File: src/rtl/opse_cfg.svh
// Purpose: Constants for the output path enable and speaker mix control bank
// Assumes: Register indices as printed; 16-bit register data
// Notes: Definitions only
`ifndef OPSE_CFG_SVH
`define OPSE_CFG_SVH

`define OPSE_ADDR_W 8
`define OPSE_DATA_W 16

`define OPSE_OFS_GAIN_EN 8'h1A
`define OPSE_OFS_SPK_DRV 8'h31
`define OPSE_OFS_HP_STAGE 8'h45
`define OPSE_OFS_MIX_EN 8'h63
`define OPSE_OFS_LMIX_ROUTE 8'h69
`define OPSE_OFS_LMIX_LEVEL 8'h6B
`define OPSE_OFS_LMIX_DAC 8'h6D

// Writable bit masks per register
`define OPSE_MASK_GAIN_EN 16'h0078
`define OPSE_MASK_SPK_DRV 16'h00C0
`define OPSE_MASK_HP_STAGE 16'h0011
`define OPSE_MASK_MIX_EN 16'h000F
`define OPSE_MASK_LMIX_ROUTE 16'h00BF
`define OPSE_MASK_LMIX_LEVEL 16'h01FF
`define OPSE_MASK_LMIX_DAC 16'h00C0

// Reset values
`define OPSE_RST_ZERO 16'h0000
`define OPSE_RST_LMIX_LEVEL 16'h013F

// Field positions
`define OPSE_B_HP_L_GAIN 6
`define OPSE_B_HP_R_GAIN 5
`define OPSE_B_SPK_L_GAIN 4
`define OPSE_B_SPK_R_GAIN 3
`define OPSE_B_SPK_R_DRV 7
`define OPSE_B_SPK_L_DRV 6
`define OPSE_B_HP_L_STAGE 4
`define OPSE_B_HP_R_STAGE 0
`define OPSE_B_HP_L_MIX 3
`define OPSE_B_HP_R_MIX 2
`define OPSE_B_SPK_L_MIX 1
`define OPSE_B_SPK_R_MIX 0
`define OPSE_B_SRC_SEL 7
`define OPSE_B_DAC_L 5
`define OPSE_B_DAC_R 4
`define OPSE_B_INMIX_L 3
`define OPSE_B_INMIX_R 2
`define OPSE_B_LINE_L 1
`define OPSE_B_LINE_R 0
`define OPSE_B_MUTE 8
`define OPSE_B_INMIX_L_ATT 7
`define OPSE_B_INMIX_R_ATT 6
`define OPSE_B_LINE_L_HI 5
`define OPSE_B_LINE_L_LO 3
`define OPSE_B_LINE_R_HI 2
`define OPSE_B_LINE_R_LO 0
`define OPSE_B_DAC_L_ATT 7
`define OPSE_B_DAC_R_ATT 6

`define OPSE_NREG 7

`endif

File: src/rtl/opse_pkg.sv
// Purpose: Types for the output path enable and speaker mix control bank
// Assumes: Constants live in opse_cfg.svh
// Notes: Carrier structs for the control outputs
`default_nettype none

package opse_pkg;

  // Path enables
  typedef struct packed {
    logic hp_left_gain_en;
    logic hp_right_gain_en;
    logic spk_left_gain_en;
    logic spk_right_gain_en;
    logic spk_left_driver_en;
    logic spk_right_driver_en;
    logic hp_left_input_stage_en;
    logic hp_right_input_stage_en;
    logic hp_left_mixer_en;
    logic hp_right_mixer_en;
    logic spk_left_mixer_en;
    logic spk_right_mixer_en;
  } opse_enables_t;

  // Left speaker mixer routing and levels
  typedef struct packed {
    logic left_gain_source_select;
    logic dac_left_to_left_mix;
    logic dac_right_to_left_mix;
    logic inmix_left_to_left_mix;
    logic inmix_right_to_left_mix;
    logic line_left_to_left_mix;
    logic line_right_to_left_mix;
    logic left_mix_mute;
    logic inmix_left_path_atten;
    logic inmix_right_path_atten;
    logic [2:0] line_left_path_gain;
    logic [2:0] line_right_path_gain;
    logic dac_left_path_atten;
    logic dac_right_path_atten;
  } opse_left_mix_t;

endpackage : opse_pkg

`default_nettype wire

File: src/rtl/opse_ctrl.sv
// Purpose: Output path enable and left speaker mixer control bank
// Assumes: Plain register port, read data one cycle after read strobe
// Notes: Unmapped reads return zero; unmapped writes are ignored
`timescale 1ns/1ps
`default_nettype none
`include "opse_cfg.svh"

module opse_ctrl (
  input wire logic ref_clk_i,
  input wire logic rst_n_i,
  input wire logic [`OPSE_ADDR_W-1:0] addr_i,
  input wire logic [`OPSE_DATA_W-1:0] wdata_i,
  input wire logic wr_i,
  input wire logic rd_i,
  output logic [`OPSE_DATA_W-1:0] rdata_o,
  output opse_pkg::opse_enables_t enables_o,
  output opse_pkg::opse_left_mix_t left_mix_o
);

  ////////////////////////////////////////////////////////////////////////////
  // Address decode

  localparam logic [`OPSE_ADDR_W-1:0] OFS [`OPSE_NREG] = '{
    `OPSE_OFS_GAIN_EN, `OPSE_OFS_SPK_DRV, `OPSE_OFS_HP_STAGE, `OPSE_OFS_MIX_EN,
    `OPSE_OFS_LMIX_ROUTE, `OPSE_OFS_LMIX_LEVEL, `OPSE_OFS_LMIX_DAC};
  localparam logic [15:0] MASK [`OPSE_NREG] = '{
    `OPSE_MASK_GAIN_EN, `OPSE_MASK_SPK_DRV, `OPSE_MASK_HP_STAGE, `OPSE_MASK_MIX_EN,
    `OPSE_MASK_LMIX_ROUTE, `OPSE_MASK_LMIX_LEVEL, `OPSE_MASK_LMIX_DAC};
  localparam logic [15:0] RSTV [`OPSE_NREG] = '{
    `OPSE_RST_ZERO, `OPSE_RST_ZERO, `OPSE_RST_ZERO, `OPSE_RST_ZERO,
    `OPSE_RST_ZERO, `OPSE_RST_LMIX_LEVEL, `OPSE_RST_ZERO};

  // One-hot select of a register index, used for writes and reads
  function automatic logic [`OPSE_NREG-1:0] opse_decode(
    input logic [`OPSE_ADDR_W-1:0] a
  );
    logic [`OPSE_NREG-1:0] hit;
    hit = '0;
    for (int k = 0; k < `OPSE_NREG; k++) begin
      hit[k] = (a == OFS[k]);
    end
    return hit;
  endfunction : opse_decode

  wire logic [`OPSE_NREG-1:0] sel = opse_decode(addr_i);
  logic [15:0] q [`OPSE_NREG];

  ////////////////////////////////////////////////////////////////////////////
  // Register storage

  genvar g;
  generate
    for (g = 0; g < `OPSE_NREG; g++) begin : g_reg
      opse_reg #(
        .MASK(MASK[g]),
        .RST(RSTV[g])
      ) u_reg (
        .ref_clk_i(ref_clk_i),
        .rst_n_i(rst_n_i),
        .wr_i(wr_i & sel[g]),
        .wdata_i(wdata_i),
        .q_o(q[g])
      );
    end
  endgenerate

  ////////////////////////////////////////////////////////////////////////////
  // Read port

  logic [15:0] rmux;
  always_comb begin
    rmux = '0;
    for (int k = 0; k < `OPSE_NREG; k++) begin
      if (sel[k]) begin
        rmux = rmux | q[k];
      end
    end
  end

  logic [15:0] rdata_reg;
  logic [15:0] rdata_next;
  // Data only in the cycle after the strobe, zero otherwise
  assign rdata_next = rd_i ? rmux : '0;
  always_ff @(posedge ref_clk_i) begin
    if (!rst_n_i) begin
      rdata_reg <= '0;
    end else begin
      rdata_reg <= rdata_next;
    end
  end
  assign rdata_o = rdata_reg;

  ////////////////////////////////////////////////////////////////////////////
  // Control outputs, straight from stored bits

  wire logic [15:0] r_gain = q[0];
  wire logic [15:0] r_drv = q[1];
  wire logic [15:0] r_hp = q[2];
  wire logic [15:0] r_mix = q[3];
  wire logic [15:0] r_route = q[4];
  wire logic [15:0] r_level = q[5];
  wire logic [15:0] r_dac = q[6];

  assign enables_o.hp_left_gain_en = r_gain[`OPSE_B_HP_L_GAIN];
  assign enables_o.hp_right_gain_en = r_gain[`OPSE_B_HP_R_GAIN];
  assign enables_o.spk_left_gain_en = r_gain[`OPSE_B_SPK_L_GAIN];
  assign enables_o.spk_right_gain_en = r_gain[`OPSE_B_SPK_R_GAIN];
  assign enables_o.spk_left_driver_en = r_drv[`OPSE_B_SPK_L_DRV];
  assign enables_o.spk_right_driver_en = r_drv[`OPSE_B_SPK_R_DRV];
  assign enables_o.hp_left_input_stage_en = r_hp[`OPSE_B_HP_L_STAGE];
  assign enables_o.hp_right_input_stage_en = r_hp[`OPSE_B_HP_R_STAGE];
  assign enables_o.hp_left_mixer_en = r_mix[`OPSE_B_HP_L_MIX];
  assign enables_o.hp_right_mixer_en = r_mix[`OPSE_B_HP_R_MIX];
  assign enables_o.spk_left_mixer_en = r_mix[`OPSE_B_SPK_L_MIX];
  assign enables_o.spk_right_mixer_en = r_mix[`OPSE_B_SPK_R_MIX];

  assign left_mix_o.left_gain_source_select = r_route[`OPSE_B_SRC_SEL];
  assign left_mix_o.dac_left_to_left_mix = r_route[`OPSE_B_DAC_L];
  assign left_mix_o.dac_right_to_left_mix = r_route[`OPSE_B_DAC_R];
  assign left_mix_o.inmix_left_to_left_mix = r_route[`OPSE_B_INMIX_L];
  assign left_mix_o.inmix_right_to_left_mix = r_route[`OPSE_B_INMIX_R];
  assign left_mix_o.line_left_to_left_mix = r_route[`OPSE_B_LINE_L];
  assign left_mix_o.line_right_to_left_mix = r_route[`OPSE_B_LINE_R];
  assign left_mix_o.left_mix_mute = r_level[`OPSE_B_MUTE];
  assign left_mix_o.inmix_left_path_atten = r_level[`OPSE_B_INMIX_L_ATT];
  assign left_mix_o.inmix_right_path_atten = r_level[`OPSE_B_INMIX_R_ATT];
  assign left_mix_o.line_left_path_gain = r_level[`OPSE_B_LINE_L_HI:`OPSE_B_LINE_L_LO];
  assign left_mix_o.line_right_path_gain = r_level[`OPSE_B_LINE_R_HI:`OPSE_B_LINE_R_LO];
  assign left_mix_o.dac_left_path_atten = r_dac[`OPSE_B_DAC_L_ATT];
  assign left_mix_o.dac_right_path_atten = r_dac[`OPSE_B_DAC_R_ATT];

endmodule : opse_ctrl

`default_nettype wire

File: src/rtl/opse_reg.sv
// Purpose: One masked control register with read back
// Assumes: Synchronous active-low reset
// Notes: Unwritable bits hold zero
`timescale 1ns/1ps
`default_nettype none

module opse_reg #(
  parameter logic [15:0] MASK = 16'h0000,
  parameter logic [15:0] RST = 16'h0000
) (
  input wire logic ref_clk_i,
  input wire logic rst_n_i,
  input wire logic wr_i,
  input wire logic [15:0] wdata_i,
  output logic [15:0] q_o
);

  logic [15:0] val_reg;
  logic [15:0] val_next;

  assign val_next = wr_i ? (wdata_i & MASK) : val_reg;
  assign q_o = val_reg;

  always_ff @(posedge ref_clk_i) begin
    if (!rst_n_i) begin
      val_reg <= RST & MASK;
    end else begin
      val_reg <= val_next;
    end
  end

endmodule : opse_reg

`default_nettype wire

File: config.mk
export PLATFORM = sky130hd
export DESIGN_NAME = opse_ctrl
export DESIGN_NICKNAME = d
export VERILOG_FILES = /design/src/rtl/opse_pkg.sv /design/src/rtl/opse_ctrl.sv /design/src/rtl/opse_reg.sv
export VERILOG_INCLUDE_DIRS = /design/src /design/src/rtl
export SDC_FILE = /design/constraint.sdc
export NUM_CORES = 1
export LEC_CHECK = 0
export BUFFER_PORTS_ARGS = -buffer_cell sky130_fd_sc_hd__buf_2
export CAP_MARGIN = 30
export CORE_ASPECT_RATIO = 1.1
export CORE_UTILIZATION = 47
export CTS_CLUSTER_DIAMETER = 30
export DETAILED_ROUTE_END_ITERATION = 8
export PLACE_DENSITY = 0.78
export REMOVE_ABC_BUFFERS = 1
export SLEW_MARGIN = 20
export SYNTH_ARGS = -nofsm -noshare
export SYNTH_HDL_FRONTEND = slang
export SYNTH_SLANG_ARGS = --single-unit
File: constraint.sdc
create_clock -name ref_clk_i -period 2 [get_ports ref_clk_i]
set_input_delay 0.4 -clock ref_clk_i [delete_from_list [all_inputs] [get_ports ref_clk_i]]
set_output_delay 0.4 -clock ref_clk_i [all_outputs]
set_load 0.1 [all_outputs]
==> impl_results.md, run 1 <==
- Run status: finished clean
- Leakage: 0.942 nW
- RSZ-0062 raised after global routing: false
- Worst min path class: primary input to flop
- Post-DRT Antenna Nets: 0
- Row count: 23
- Post-synth top flop: dfxtp_1
- Initial core utilization: 49.0%
- Gp weighted congestion: 0.845
- Clk sinks: 39
- Fin crit share: 75.7%
- Vias in the first global route: 1436
- Initial antenna violation count: 0
- Reg-to-reg slack, setup: 0.95 ns
- Critical path type: flop to output port
- Ys async rst share: 0%
- Area Overhead vs Synth: 24.8%
- Syn Std Cell Area: 1790 um2
- Setup TNS: 0 ns
- Most Used Layer, Global Route: met2
- Cell area after layout: 2230 um2
- HP Start: wdata_i[8]
- Total track usage: 22.2%
- Post-DP HPWL: 3.03 mm
- Syn_area_per_cell: 9.84 um2
- Num ports: 74
- Post-CTS setup buffer count: 0
- Max cap viols: 0
- First-pass GRT wire length: 6.49 mm
- Met1 Track Usage GR: 28.3%
- Slew Limit Fails: 0
- Worst-path cell with the longest stage delay: buf_2
- Crit path required time: 1.60 ns
- H-tree Lvls: 2
- Synth cell types: 35
- Post-synth EDFFs: 0
- Die Y: 66.7 um
- Reg-to-Reg Start: g_reg[4].u_reg.q_o[0]$_SDFFE_PN0P_
- Port buffer count: 59
- ANT cells: 0
- # DRC: 0
- Critical Path AT: 1.11 ns
- Final min period: 1.51 ns
- Synth Warn #: 0
- Vias: 1562
- Fin. Hold Viols: 0
- Power Density: 678 nW/um2
- DIE AREA: 4060 um2
- CP max FO: 3
- Root Driver: clkbuf_8
- Layout cell share with drive strength beyond 1: 31.0%
- Number of iterations in the first detailed-routing pass: 4
- F_max: 661 MHz
- CP top delay family: buffers and inverters
- Crit path capture type: output port
- Placed cell area: 2130 um2
- Layout net count: 275
- CTS Hold Bufs: 0
- Wire per inst: 13.9 um
- Worst Hold End: g_reg[5].u_reg.q_o[8]$_SDFFE_PN1P_
- Reg2Reg Capture Point: rdata_o[0]$_SDFF_PN0_
- TritonCTS Buffers: 5
- Post-cts sizing count: 0
- Syn Inst Count: 182
- GR Layer Usage met2: 33.2%
- CTS tree: yes
- Clk Latency, worst-skew pair: 0.29 ns
- Setup crit start kind: flop
- Clk buf depth: 2
- Synth Register Bits: 39
- Final setup violation count: 0
- Largest net degree at the start of global routing: 32
- Clock Skew: 0.00369 ns
- CP cell instances: buf_2
- GR Overflow Total: 0
- Worst VDD drop: 0.000462 V
- Initial drt markers: 53
- Core area: 3650 um2
- Worst Hold Depth: 3
- Sequential share of the synthesized area: 43.6%
- Met3 Usage GRT: 6.60%
- WL final: 4.16 mm
- CP peak stage delay: 0.44 ns
- Vias per cell: 5.24
- DIE WIDTH: 60.9 um
- WP buf/inv: 1
- Worst Reg-to-Reg Cells: 3
- Worst-path clk slew: 0.07 ns
[worst max path at each step]
stage / from / endpoint / cells past startpoint
2_1_floorplan: addr_i[6] / rdata_o[1]$_SDFF_PN0_ / 4
3_3_place_gp: addr_i[2] / g_reg[4].u_reg.q_o[1]$_SDFFE_PN0P_ / 6
3_5_place_dp: addr_i[1] / g_reg[4].u_reg.q_o[2]$_SDFFE_PN0P_ / 6
4_1_cts: g_reg[3].u_reg.q_o[0]$_SDFFE_PN0P_ / enables_o[0] / 1
5_1_grt: g_reg[3].u_reg.q_o[0]$_SDFFE_PN0P_ / enables_o[0] / 1
6_report: g_reg[3].u_reg.q_o[0]$_SDFFE_PN0P_ / enables_o[0] / 1
[metrics by stage]
| stage | worst slack (ns) | cells | hold slack, ns | total power, mW | utilization [%] |
|---|---|---|---|---|---|
| after floorplan | 0.218 | 173 | 0.462 | 0.892 | - |
| after global placement | 0.257 | 290 | 0.443 | 0.950 | 58.3 |
| after detailed placement | 0.262 | 290 | 0.453 | 0.950 | 58.3 |
| after CTS | 0.478 | 298 | 0.325 | 1.53 | 61.1 |
| after global routing | 0.435 | 298 | 0.335 | 1.57 | 61.1 |
| final | 0.486 | 298 | 0.332 | 1.52 | 61.1 |
[synthesized netlist by cell type (3+ instances only)]
| cell type | count | area, um2 |
|---|---|---|
| a21boi_0 | 4 | 30.0 |
| a21oi_1 | 4 | 20.0 |
| a22o_1 | 6 | 52.6 |
| and3_1 | 3 | 18.8 |
| buf_4 | 9 | 67.6 |
| clkbuf_1 | 3 | 11.3 |
| dfxtp_1 | 39 | 781 |
| mux2i_1 | 28 | 280 |
| nand2_1 | 20 | 75.1 |
| nand3_1 | 7 | 35.0 |
| nor2_1 | 4 | 15.0 |
| nor2b_1 | 23 | 144 |
[cell usage in the layout (no fill, tap or decap), types with 2 or more instances in the layout]
cell type,instances
buf_2,59
dfxtp_1,39
mux2i_1,28
nor2b_1,23
nand2_1,20
buf_4,8
nand3_1,7
conb_1,7
clkbuf_8,7
a22o_1,6
nor2_1,4
a21oi_1,4
a21boi_0,4
and3_1,3
nor4bb_1,2
nor3_1,2
a222oi_1,2
nand4_1,2
nor4b_1,2
and3b_1,2
a22oi_1,2
or3_1,2
[sequential cells by signal, indices dropped and copies added, names as in the netlist]
signal	count
g.u_reg.q_o	30
rdata_o	9
[where the power goes]
group | internal, mW | total [mW] | switching, mW
combinational | 0.0402 | 0.156 | 0.116
sequential | 0.777 | 0.777 | 0.000599
clock | 0.313 | 0.582 | 0.269
[logic make-up (layout without fill, tap and decap cells)]
| logic type | Yosys count | count (layout) | share of synthesized area, % |
|---|---|---|---|
| simple gates | 79 | 79 | 26.4 |
| flops | 39 | 39 | 43.6 |
| mux | 28 | 28 | 15.7 |
| compound gates | 20 | 20 | 8.53 |
| buf+inv | 15 | 75 | 5.59 |
| other cells | 1 | 7 | 0.209 |
[final cells by class]
type | instances | area (um2)
well taps | 50 | 62.6
clock inverters | 1 | 7.51
multi-input cells | 134 | 932
fillers | 351 | 1420
flip-flops and latches | 39 | 781
clock buffers | 7 | 96.3
repair buffers | 67 | 355
[metal layers]
metal / part of all wire [%] / wire, um
met1: 45 / 1870
met2: 47 / 1930
met3: 5.9 / 247
met4: 2.5 / 103
met5: 0 / 0
Power figures use the tool's default switching activity.
==> run 2: changes to the inputs <==
==> constraint.sdc (replaced) <==
create_clock -name ref_clk_i -period 1.45 [get_ports ref_clk_i]
set_input_delay 0.29 -clock ref_clk_i [delete_from_list [all_inputs] [get_ports ref_clk_i]]
set_output_delay 0.29 -clock ref_clk_i [all_outputs]
set_load 0.1 [all_outputs]
==> run 2 against run 1 <==
  * Sequential power grew 38%
  * Worst setup slack lost 0.44 ns
  * Worst hold slack lost 0.092 ns
  * Critical path depth is the same
  * Clock-buffer cell count grew 1
  * Sequential cell count is the same
  * Critical path type unchanged
  * Critical endpoint unchanged
  * Largest power group unchanged
==> impl_results.md, run 2 (same netlist as run 1, synthesis figures left out) <==
- Run status: finished clean
- Clk Latency, worst-skew pair: 0.29 ns
- Setup crit start kind: flop
- Worst VDD drop: 0.000786 V
- Wire per inst: 13.6 um
- DIE AREA: 4060 um2
- TritonCTS Buffers: 5
- Reg2Reg Capture Point: rdata_o[0]$_SDFF_PN0_
- Area Overhead vs Synth: 32.1%
- Post-cts sizing count: 0
- Root Driver: clkbuf_8
- CTS Hold Bufs: 0
- Placed insts: 308
- Initial antenna violation count: 0
- # DRC: 0
- H-tree Lvls: 2
- Setup TNS: 0 ns
- Worst-path cell with the longest stage delay: buf_2
- WL final: 4.31 mm
- Met3 Usage GRT: 6.41%
- Vias: 1597
- CP max FO: 3
- CP peak stage delay: 0.45 ns
- Crit path required time: 1.16 ns
- ANT cells: 0
- Post-DRT Antenna Nets: 0
- Initial drt markers: 72
- Crit path capture: enables_o[0]
- Critical Path Stages: 1
- Met1 Track Usage GR: 28.4%
- Initial core utilization: 49.0%
- Number of flip-flops under the largest register name: 30
- CP top delay family: buffers and inverters
- Total track usage: 22.5%
- Fin. Hold Viols: 0
- Layout cell share with drive strength beyond 1: 35.3%
- CP cell instances: buf_2
- GR Overflow Total: 0
- Vias per cell: 5.05
- GR Layer Usage met2: 37.1%
- Final min period: 1.40 ns
- Number of iterations in the first detailed-routing pass: 4
- Fin cells: 316
- Clk buf depth: 2
- CTS tree: yes
- F_max: 714 MHz
- Critical path type: flop to output port
- Clk sinks: 39
- Vias in the first global route: 1494
- Clock Skew: 0.000977 ns
- Max cap viols: 0
- Crit path capture type: output port
- Core area: 3650 um2
- WP buf/inv: 1
- Gp weighted congestion: 0.842
- Most Used Layer, Global Route: met2
- Commonest non-fill, non-tap cell in the layout: buf_2
- Largest net degree at the start of global routing: 21
- Port buffer count: 59
- Worst min path class: primary input to flop
- RSZ-0062 raised after global routing: false
- Post-CTS setup buffer count: 0
- Power Density: 888 nW/um2
- Commonest non-fill, non-tap cells in the layout: 59 x buf_2, 39 x dfxtp_1, 28 x mux2i_1
- Final setup violation count: 0
- Slew Limit Fails: 0
- Post-DP HPWL: 3.21 mm
- Num ports: 74
- DIE WIDTH: 60.9 um
- Worst setup path start: g_reg[3].u_reg.q_o[0]$_SDFFE_PN0P_
- Fin crit share: 96.6%
- Worst Reg-to-Reg Cells: 3
- Row count: 23
- Reg-to-Reg Start: g_reg[4].u_reg.q_o[0]$_SDFFE_PN0P_
- Layout net count: 293
- Reg-to-reg slack, setup: 0.40 ns
- Leakage: 1.03 nW
- Critical Path AT: 1.11 ns
- Die Y: 66.7 um
- Worst-path clk slew: 0.07 ns
- First-pass GRT wire length: 6.76 mm
run 2: worst min-delay path by stage:
stage	from	endpoint	depth (start not counted)
after CTS	wdata_i[8]	g_reg[5].u_reg.q_o[8]$_SDFFE_PN1P_	3
after global placement	g_reg[5].u_reg.q_o[8]$_SDFFE_PN1P_	rdata_o[8]$_SDFF_PN0_	2
final	wdata_i[8]	g_reg[5].u_reg.q_o[8]$_SDFFE_PN1P_	3
after detailed placement	g_reg[5].u_reg.q_o[8]$_SDFFE_PN1P_	rdata_o[8]$_SDFF_PN0_	2
after floorplan	rst_n_i	g_reg[5].u_reg.q_o[0]$_SDFFE_PN1P_	1
after global routing	wdata_i[8]	g_reg[5].u_reg.q_o[8]$_SDFFE_PN1P_	3
run 2: metal layers:
layer,routed length [um],up-vias
li1,-,797
met4,37,0
met1,1950,740
met2,2050,55
met5,0,-
met3,275,5
run 2: area by class of cell:
class	instances	area, um2
fill	339	1290
multi-input combinational	134	932
timing repair buffer	85	490
tap	50	62.6
clock buffer	8	100
sequential	39	781
run 2: power by group:
group	switching, mW	total [mW]	internal [mW]
Clock	0.353	0.787	0.434
Sequential	0.000862	1.07	1.07
Combinational	0.166	0.241	0.0752
run 2: metrics by stage:
step                      util [%]  power (mW)  hold slack [ns]  setup slack, ns  cell area [um2]
after floorplan                  -        1.23            0.352           -0.222             1710
after global placement        62.0        1.33            0.442           -0.111             2270
after detailed placement      62.0        1.34            0.465           -0.117             2270
after CTS                     64.7        2.11            0.241           0.0483             2370
after global routing          64.7        2.17            0.237           0.0162             2370
final                         64.7        2.10            0.239           0.0488             2370
